**src/verilog/fleg_overlay_map.sv**
```systemverilog
/*
 Package for the flash emulation and error guard, and the overlay address mapper.
 Assumes 24-bit CPU byte addresses and a 1 kbyte RAM window at a fixed base.
*/
`default_nettype none

package fleg_pkg;
	localparam logic [11:0] ADDR_OVERLAY_CTRL = 12'h000;
	localparam logic [11:0] ADDR_FAULT_STATUS = 12'h004;
	localparam logic [11:0] ADDR_MODE_CONTROL = 12'h008;
	localparam logic [23:0] RAM_WINDOW_BASE = 24'hfff000;
	localparam logic [23:0] FLASH_OVERLAY_BASE = 24'h000000;
	localparam logic [23:0] FLASH_LAST_ADDR = 24'h01ffff;
	localparam int WINDOW_ADDR_BITS = 10;
	localparam int OVL_SELECT_BIT = 3;
	localparam int OVL_BLOCK_HI_BIT = 2;
	localparam int OVL_BLOCK_LO_BIT = 1;
	localparam int FAULT_FLAG_BIT = 7;
	localparam logic [7:0] OVL_CTRL_FIXED_ONES = 8'hf1;
	localparam logic [7:0] FAULT_STATUS_FIXED_ONES = 8'h7f;
	localparam logic [2:0] OVL_RESET = 3'h0;
	localparam logic [2:0] MODE_FLASH_LOW = 3'h5;
	localparam logic [2:0] MODE_SINGLE_NORMAL = 3'h6;
	localparam logic [2:0] PINS_BOOT_M5 = 3'h1;
	localparam logic [2:0] PINS_BOOT_M7 = 3'h3;
	localparam logic [2:0] PINS_USER_M5 = 3'h5;
	localparam logic [2:0] PINS_USER_M7 = 3'h7;
	typedef enum logic [1:0] {FLEG_RUN_NORMAL, FLEG_RUN_BOOT, FLEG_RUN_USER} fleg_run_type;
endpackage

////////////////////////////////////////////////////////////////////////////////

module fleg_overlay_map
	import fleg_pkg::*;
(
	input wire logic overlay_select,
	input wire logic [1:0] overlay_block,
	input wire logic [23:0] cpu_addr,
	output logic ram_hit,
	output logic [23:0] ram_addr
);
	// One 1 kbyte flash range per block code, stepping up from the base
	wire logic [23:0] range_base;
	wire logic [23:0] window_offset;

	assign range_base = FLASH_OVERLAY_BASE + {12'h000, overlay_block, 10'h000};
	assign window_offset = {14'h0000, cpu_addr[WINDOW_ADDR_BITS-1:0]};
	assign ram_hit = overlay_select &&
		(cpu_addr[23:WINDOW_ADDR_BITS] == range_base[23:WINDOW_ADDR_BITS]);
	assign ram_addr = RAM_WINDOW_BASE | window_offset;
endmodule

`default_nettype wire

```
**src/verilog/fleg_top.sv**
```systemverilog
/*
 Flash emulation and error guard: RAM overlay control, program/erase fault
 flag, mode pin decoding, and an APB register slave.
 Assumes the flash controller reports its program/erase state and the CPU
 reports its bus cycles, exceptions, sleep and bus release as pulses.
*/
// The APB slave port and the register offsets were decided locally.
`default_nettype none

module fleg_top
	import fleg_pkg::*;
(
	input wire logic clk,
	input wire logic rst,
	// APB slave
	input wire logic psel,
	input wire logic penable,
	input wire logic pwrite,
	input wire logic [11:0] paddr,
	input wire logic [31:0] pwdata,
	input wire logic [3:0] pstrb,
	output logic [31:0] prdata,
	output logic pready,
	output logic pslverr,
	// Reset and standby sources
	input wire logic watchdog_reset,
	input wire logic pin_reset,
	input wire logic hw_standby,
	input wire logic reset_start,
	// Mode pins
	input wire logic [2:0] mode_pins,
	input wire logic write_enable_pin,
	// Flash controller state
	input wire logic prog_erase_active,
	// CPU activity
	input wire logic cpu_valid,
	input wire logic cpu_write,
	input wire logic [23:0] cpu_addr,
	input wire logic exception_start,
	input wire logic exception_exempt,
	input wire logic sleep_exec,
	input wire logic bus_release,
	// Results
	output logic program_fault_flag,
	output logic prog_erase_inhibit,
	output logic read_undefined,
	output logic ram_steer,
	output logic [23:0] steer_addr,
	output logic [2:0] op_mode,
	output logic boot_mode,
	output logic user_program_mode
);

	////////////////////////////////////////////////////////////////////////////
	// Helpers

	function automatic logic flash_mode(input logic [2:0] mode);
		flash_mode = (mode >= MODE_FLASH_LOW);
	endfunction

	function automatic logic reg_hit(input logic [11:0] addr, input logic [11:0] offs);
		reg_hit = (addr == offs);
	endfunction

	// Boot mode reads the top mode pin inverted
	function automatic logic [2:0] effective_mode(input logic [2:0] pins, input logic boot);
		effective_mode = boot ? {~pins[2], pins[1:0]} : pins;
	endfunction

	// Either of two pin settings
	function automatic logic pins_pair(input logic [2:0] pins, input logic [2:0] first,
		input logic [2:0] second);
		pins_pair = (pins == first) || (pins == second);
	endfunction

	// Byte register in the low lane of the bus word
	function automatic logic [31:0] byte_word(input logic [7:0] value);
		byte_word = {24'h000000, value};
	endfunction

	// Watchdog, pin reset and hardware standby clear the same state
	function automatic logic clear_any(input logic dog, input logic pin, input logic stby);
		clear_any = dog || pin || stby;
	endfunction

	////////////////////////////////////////////////////////////////////////////
	// State

	logic overlay_select_reg;
	logic overlay_select_next;
	logic overlay_block_hi_reg;
	logic overlay_block_hi_next;
	logic overlay_block_lo_reg;
	logic overlay_block_lo_next;
	logic fault_reg;
	logic fault_next;
	logic [2:0] pins_reg;
	logic [2:0] pins_next;
	fleg_run_type run_reg;
	fleg_run_type run_next;
	logic rst_prev_reg;
	logic [31:0] prdata_reg;
	logic [31:0] prdata_next;
	logic undef_reg;
	logic steer_reg;
	logic [23:0] steer_addr_reg;

	////////////////////////////////////////////////////////////////////////////
	// Mode pin decoding at reset-start

	wire logic capture_pins;
	wire logic pins_boot;
	wire logic pins_user;
	wire logic [2:0] sampled_mode;
	wire logic sampled_normal6;

	// Pins are caught at reset release or at an explicit reset-start
	assign capture_pins = (rst_prev_reg && !rst) || reset_start;
	assign pins_boot = write_enable_pin &&
		pins_pair(mode_pins, PINS_BOOT_M5, PINS_BOOT_M7);
	assign pins_user = write_enable_pin &&
		pins_pair(mode_pins, PINS_USER_M5, PINS_USER_M7);
	// Boot mode reads the top mode pin inverted
	assign sampled_mode = effective_mode(mode_pins, pins_boot);
	assign sampled_normal6 = (sampled_mode == MODE_SINGLE_NORMAL);

	always_comb begin
		pins_next = pins_reg;
		run_next = run_reg;
		if (capture_pins) begin
			pins_next = mode_pins;
			run_next = FLEG_RUN_NORMAL;
			if (pins_boot && !sampled_normal6) begin
				run_next = FLEG_RUN_BOOT;
			end else if (pins_user && !sampled_normal6) begin
				run_next = FLEG_RUN_USER;
			end
		end
	end

	wire logic run_boot;
	wire logic [2:0] mode_now;
	wire logic [2:0] mode_select_bits;
	wire logic flash_enabled;

	assign run_boot = (run_reg == FLEG_RUN_BOOT);
	assign mode_now = effective_mode(pins_reg, run_boot);
	assign mode_select_bits = run_boot ? ~pins_reg : pins_reg;
	assign flash_enabled = flash_mode(mode_now);

	////////////////////////////////////////////////////////////////////////////
	// APB decode

	wire logic apb_setup;
	wire logic apb_write;
	wire logic hit_ovl;
	wire logic hit_fault;
	wire logic hit_mode;
	wire logic hit_any;
	wire logic [7:0] ovl_read;
	wire logic [7:0] fault_read;
	wire logic [7:0] mode_read;
	logic [7:0] ovl_bits;
	logic [7:0] fault_bits;

	assign apb_setup = psel && !penable;
	assign apb_write = psel && penable && pwrite && pstrb[0];
	assign hit_ovl = reg_hit(paddr, ADDR_OVERLAY_CTRL);
	assign hit_fault = reg_hit(paddr, ADDR_FAULT_STATUS);
	assign hit_mode = reg_hit(paddr, ADDR_MODE_CONTROL);
	assign hit_any = hit_ovl || hit_fault || hit_mode;


	// Live bits placed at their field positions
	always_comb begin
		ovl_bits = 8'h00;
		ovl_bits[OVL_SELECT_BIT] = overlay_select_reg;
		ovl_bits[OVL_BLOCK_HI_BIT] = overlay_block_hi_reg;
		ovl_bits[OVL_BLOCK_LO_BIT] = overlay_block_lo_reg;
		fault_bits = 8'h00;
		fault_bits[FAULT_FLAG_BIT] = fault_reg;
	end

	assign ovl_read = OVL_CTRL_FIXED_ONES | ovl_bits;
	assign fault_read = FAULT_STATUS_FIXED_ONES | fault_bits;
	assign mode_read = {5'h00, mode_select_bits};

	always_comb begin
		prdata_next = prdata_reg;
		if (apb_setup) begin
			if (hit_ovl) begin
				prdata_next = byte_word(ovl_read);
			end else if (hit_fault) begin
				prdata_next = byte_word(fault_read);
			end else if (hit_mode) begin
				prdata_next = byte_word(mode_read);
			end else begin
				prdata_next = 32'h00000000;
			end
		end
	end

	assign pready = 1'b1;
	assign pslverr = psel && penable && !hit_any;
	assign prdata = prdata_reg;

	////////////////////////////////////////////////////////////////////////////
	// Overlay control register

	wire logic ovl_clear;
	wire logic ovl_write;

	assign ovl_clear = clear_any(watchdog_reset, pin_reset, hw_standby);
	assign ovl_write = apb_write && hit_ovl && flash_enabled;

	always_comb begin
		overlay_select_next = overlay_select_reg;
		overlay_block_hi_next = overlay_block_hi_reg;
		overlay_block_lo_next = overlay_block_lo_reg;
		if (ovl_clear || !flash_enabled) begin
			overlay_select_next = OVL_RESET[2];
			overlay_block_hi_next = OVL_RESET[1];
			overlay_block_lo_next = OVL_RESET[0];
		end else if (ovl_write) begin
			overlay_select_next = pwdata[OVL_SELECT_BIT];
			overlay_block_hi_next = pwdata[OVL_BLOCK_HI_BIT];
			overlay_block_lo_next = pwdata[OVL_BLOCK_LO_BIT];
		end
	end

	////////////////////////////////////////////////////////////////////////////
	// Overlay steering

	wire logic map_hit;
	wire logic [23:0] map_addr;

	fleg_overlay_map u_map (
		.overlay_select(overlay_select_reg),
		.overlay_block({overlay_block_hi_reg, overlay_block_lo_reg}),
		.cpu_addr(cpu_addr),
		.ram_hit(map_hit),
		.ram_addr(map_addr)
	);

	////////////////////////////////////////////////////////////////////////////
	// Program/erase fault detection

	wire logic flash_hit;
	wire logic bad_read;
	wire logic bad_exception;
	wire logic bad_sleep;
	wire logic bad_release;
	wire logic fault_set;
	wire logic fault_clear;

	assign flash_hit = (cpu_addr <= FLASH_LAST_ADDR) && !map_hit;
	assign bad_read = prog_erase_active && cpu_valid && !cpu_write && flash_hit;
	assign bad_exception = prog_erase_active && exception_start && !exception_exempt;
	assign bad_sleep = prog_erase_active && sleep_exec;
	assign bad_release = prog_erase_active && bus_release;
	assign fault_set = bad_read || bad_exception || bad_sleep || bad_release;
	assign fault_clear = clear_any(watchdog_reset, pin_reset, hw_standby);

	always_comb begin
		fault_next = fault_reg;
		if (fault_clear) begin
			fault_next = 1'b0;
		end else if (fault_set) begin
			fault_next = 1'b1;
		end
	end

	////////////////////////////////////////////////////////////////////////////
	// Registers

	always_ff @(posedge clk) begin
		if (rst) begin
			overlay_select_reg <= OVL_RESET[2];
			overlay_block_hi_reg <= OVL_RESET[1];
			overlay_block_lo_reg <= OVL_RESET[0];
			fault_reg <= 1'b0;
		end else begin
			overlay_select_reg <= overlay_select_next;
			overlay_block_hi_reg <= overlay_block_hi_next;
			overlay_block_lo_reg <= overlay_block_lo_next;
			fault_reg <= fault_next;
		end
	end

	always_ff @(posedge clk) begin
		if (rst) begin
			pins_reg <= 3'h0;
			run_reg <= FLEG_RUN_NORMAL;
			prdata_reg <= 32'h00000000;
		end else begin
			pins_reg <= pins_next;
			run_reg <= run_next;
			prdata_reg <= prdata_next;
		end
	end

	always_ff @(posedge clk) begin
		if (rst) begin
			rst_prev_reg <= 1'b1;
			undef_reg <= 1'b0;
			steer_reg <= 1'b0;
			steer_addr_reg <= 24'h000000;
		end else begin
			rst_prev_reg <= 1'b0;
			undef_reg <= bad_read;
			steer_reg <= cpu_valid && map_hit;
			steer_addr_reg <= map_addr;
		end
	end

	////////////////////////////////////////////////////////////////////////////
	// Outputs

	assign program_fault_flag = fault_reg;
	assign prog_erase_inhibit = fault_reg || overlay_select_reg;
	assign read_undefined = undef_reg;
	assign ram_steer = steer_reg;
	assign steer_addr = steer_addr_reg;
	assign op_mode = mode_now;
	assign boot_mode = run_boot;
	assign user_program_mode = (run_reg == FLEG_RUN_USER);

endmodule

`default_nettype wire

```
**config.mk**
```make
export PLATFORM = sky130hd
export DESIGN_NAME = fleg_top
export DESIGN_NICKNAME = d
export VERILOG_FILES = /design/src/verilog/fleg_overlay_map.sv /design/src/verilog/fleg_top.sv
export SDC_FILE = /design/constraint.sdc
export NUM_CORES = 1
export LEC_CHECK = 0
export ABC_CLOCK_PERIOD_IN_PS = 1900
export BUFFER_PORTS_ARGS = -buffer_cell sky130_fd_sc_hd__buf_2
export CAP_MARGIN = 20
export CORE_ASPECT_RATIO = 0.6
export CORE_MARGIN = 1.5
export CORE_UTILIZATION = 35
export DETAILED_ROUTE_END_ITERATION = 16
export GPL_ROUTABILITY_DRIVEN = 0
export PLACE_DENSITY = 0.77
export SLEW_MARGIN = 20
export SYNTH_ARGS = -nofsm -noshare
export SYNTH_HDL_FRONTEND = slang
export SYNTH_SLANG_ARGS = --single-unit
```
**constraint.sdc**
```tcl
create_clock -name clk -period 1.9 [get_ports clk]
set_input_delay 0.38 -clock clk [delete_from_list [all_inputs] [get_ports clk]]
set_output_delay 0.38 -clock clk [all_outputs]
set_load 0.01 [all_outputs]
```
==> results.txt <==
The run finished, with violations left. The final reports fail on negative setup slack. Setup repair after global routing could not meet its margin everywhere.

The path class of the tightest hold or removal check is in -> reg. The worst setup path is launched from an input pin. The total wirelength of the detailed-routed design is 3670 um. After layout, the worst setup slack is -0.0799 ns.

The type of element capturing the critical path is an output port. The number of antenna repair diodes came out at 0. The cell-internal power came out at 0.00102 W. After detailed routing, the number of vias per cell comes to 4.30. For this run, the total global-route usage over all layers was measured as 0.160. Before CTS, the worst setup slack after placement is -0.174 ns. The depth of the CTS H-tree is 2.

The wire-length estimate of the detail-placed layout is 3000 um. The number of flip-flops in the largest register is 11. The core area came out at 4190 um2.

The total number of placement rows is 18. For this run, the slowest stage of the critical path takes 0.53 ns. The total power of the final layout came out at 0.00135 W. The switching share of power is 0.249. In the post-synthesis netlist, the biggest area contributors are sky130_fd_sc_hd__dfxtp_1, sky130_fd_sc_hd__buf_4, sky130_fd_sc_hd__nor2b_1.

The biggest fanout along the worst timing path came out at 2. The share of the clock period used by the worst path after layout is 1.04. The total number of nets in the final design is 359. The via count of the first global-routing pass is 1,288.

The buffer cell driving the clock tree root is sky130_fd_sc_hd__clkbuf_8. The total number of vias is 1,405. Clock tree synthesis inserted a total of 5 buffers. After global routing the overflow that remains totals 0. Across the VDD grid, the largest voltage drop is 0.286 mV. Of the synthesized area, sequential elements account for 0.374. The die is 89.0 um wide. The placed instances occupy a cell area of 1960 um2.

The share of total power dissipated in combinational logic is 0.162. The area of all placed cells without fillers is 2060 um2. The number of failing hold endpoints at the final stage came out at 0.

The number of cells traversed by the worst register-to-register path is 4. The number of post-CTS setup repair buffers came out at 0. The critical path required time came out at 1.52 ns. The flip-flop and latch count after synthesis came out at 29.

The count of buffers from port buffering came out at 99. The cell count after placement came out at 320. The total power divided by cell area is 658 nW/um2. The share of synthesized area in the top cell type comes to 0.374. The leakage power is 1.02 nW. For the finished layout, the period the worst path requires is 1.98 ns. The critical path goes through buf_6 -> or4_4 -> or2_4 -> a211oi_2 -> nor2_1 -> buf_2.

The deepest clock path buffer count came out at 2. Based on the critical path, the design can be clocked at up to 505 MHz. The number of design-rule violations left by the first detailed-router iteration came out at 23.

The number of antenna violations at the first check in global routing is 0. The number of nets with antenna violations after detailed routing is 0. The critical path start-end classification is in -> out.

The library cells used most frequently in the layout, excluding fill and tap cells, are sky130_fd_sc_hd__buf_2, sky130_fd_sc_hd__dfxtp_1, sky130_fd_sc_hd__conb_1. Leaving out fill and tap cells, the most frequent cell in the layout is sky130_fd_sc_hd__buf_2. The biggest area contributor in the post-synthesis netlist is sky130_fd_sc_hd__dfxtp_1. The clock reaches the later pin of the worst-skew pair after 0.27 ns. The synthesis-to-finish area growth came out at 32.4%. The count of non-filler cells in the finished layout is 327. Of the cells placed in the final design, the portion with a size suffix greater than 1 is 0.472. Max-cap violations in this run came to 0. Setup violations remaining at the end of the flow were counted as 1. The sequential fraction of design power is 0.473. The power dissipated by switching net loads came out at 0.000337 W. The worst hold path was traced through 2 stages. The average instance area after synthesis is 8.98 um2. The starting utilization of the core area is 0.371. The clock share of power came out at 0.366. The pin count of the biggest net entering global routing is 25. The count of pins over their slew limit is 0.

The count of TritonRoute iterations in the first routing pass came out at 4. The detailed-route wire length per cell came out at 11.2 um. TritonCTS built the clock tree. The clock skew came out at 0.00296 ns. The synthesized cell area came out at 1550 um2.

From bottom edge to top edge, the die measures 54.6 um. For this run, design rule violations remaining after detail routing come to 0. Data on the critical path arrives at its endpoint at 1.60 ns.

The register clock-pin slew on the reported worst setup and hold paths is 0.06 ns. Yosys printed 0 warnings. The cell count after synthesis is 173.

During I/O placement, the number of pins put on the boundary was 159. The die area came out at 4860 um2. The wire length of the first global-routing pass is 5600 um. For this design, the slowest cell found on the critical path is sky130_fd_sc_hd__or4_4.

The number of distinct library cells after synthesis came out at 37. The hold buffer count at cts is 0. The number of clock sinks seen by CTS came out at 29.
[routing by layer]
metal  wire [um]  share of wire  track usage  vias to the layer above
met5           0              0            0                        -
met2        1540           0.42        0.255                       76
met3         357          0.097       0.0694                        2
met1        1750           0.48        0.197                      616
li1            -              -            -                      711
met4          18         0.0049       0.0538                        0
[cell families after synthesis]
group | synth area share
compound gates | 0.0733
mux | 0.0451
flops | 0.374
xor+xnor | 0.0225
other cells | 0.00483
simple gates | 0.259
buf+inv | 0.221
[per-stage QoR]
step	util	hold WS, ns	TNS [ns]
finish	0.491	0.313	-0.0799
global route	0.491	0.325	-0.156
CTS	0.490	0.310	-0.0792
detailed placement	0.467	0.444	-0.729
global placement	0.467	0.440	-0.736
floorplan	-	0.408	0
[repair_timing]
action,CTS,global route
pin swaps,1,0
resized for setup,2,1
cloned,0,0
hold endpoints to repair,0,0
endpoints found under the setup margin,1,1
[cell usage after synthesis]
cell type,count
sky130_fd_sc_hd__a211oi_1,1
sky130_fd_sc_hd__a21oi_1,7
sky130_fd_sc_hd__a32o_1,1
sky130_fd_sc_hd__buf_2,2
sky130_fd_sc_hd__buf_4,42
sky130_fd_sc_hd__clkbuf_1,3
sky130_fd_sc_hd__conb_1,2
sky130_fd_sc_hd__dfxtp_1,29
sky130_fd_sc_hd__inv_1,2
sky130_fd_sc_hd__mux2i_1,7
sky130_fd_sc_hd__nand2_1,8
sky130_fd_sc_hd__nand2b_1,4
sky130_fd_sc_hd__nand3_1,7
sky130_fd_sc_hd__nand3b_1,2
sky130_fd_sc_hd__nand4_1,2
sky130_fd_sc_hd__nor2_1,9
sky130_fd_sc_hd__nor2b_1,12
sky130_fd_sc_hd__nor3_1,2
sky130_fd_sc_hd__nor3b_4,1
sky130_fd_sc_hd__nor4_1,3
sky130_fd_sc_hd__nor4_4,1
sky130_fd_sc_hd__nor4b_1,2
sky130_fd_sc_hd__o211ai_1,2
sky130_fd_sc_hd__o21ai_0,3
sky130_fd_sc_hd__o22ai_1,1
sky130_fd_sc_hd__o311ai_0,2
sky130_fd_sc_hd__o31ai_1,1
sky130_fd_sc_hd__or2_1,1
sky130_fd_sc_hd__or2_2,3
sky130_fd_sc_hd__or3_1,1
sky130_fd_sc_hd__or3b_2,1
sky130_fd_sc_hd__or4_1,1
sky130_fd_sc_hd__or4_4,2
sky130_fd_sc_hd__or4b_1,1
sky130_fd_sc_hd__or4b_2,1
sky130_fd_sc_hd__xnor2_1,3
sky130_fd_sc_hd__xor2_1,1
[worst max-delay path: cells and delay by family]
kind | cells | cell delay (ns)
and+or+nand+nor | 3 | 0.83
buffers and inverters | 2 | 0.22
AOI/OAI and AO/OA | 1 | 0.16
[path summary, 6_finish.rpt]
| check | start | to | slack [ns] |
|---|---|---|---|
| max | paddr[7] | pslverr | -0.08 |
| min | cpu_addr[9] | steer_addr[9]$_SDFF_PP0_ | 0.31 |
| max reg2reg | run_reg[1]$_SDFFE_PP0P_ | prdata[2]$_SDFFE_PP0P_ | 0.41 |
| min reg2reg | prdata[7]$_SDFFE_PP0P_ | prdata[7]$_SDFFE_PP0P_ | 0.45 |
[area by class of cell]
cell class	instances	area, um2
fillers	430	2130
multi-input cells	120	731
flip-flops and latches	29	581
repair buffers	109	577
clock buffers	7	86.3
well taps	60	75.1
inverters	2	7.51
[power groups by stage]
stage	logic, W	clock network [W]	registers (W)
after floorplan	0.000155	0	0.000658
after global placement	0.000213	0	0.000652
after detailed placement	0.000216	0	0.000653
after CTS	0.000219	0.000508	0.000640
after global routing	0.000247	0.000547	0.000643
final	0.000219	0.000496	0.000640
Note: power is estimated with default switching activity, not from simulation.
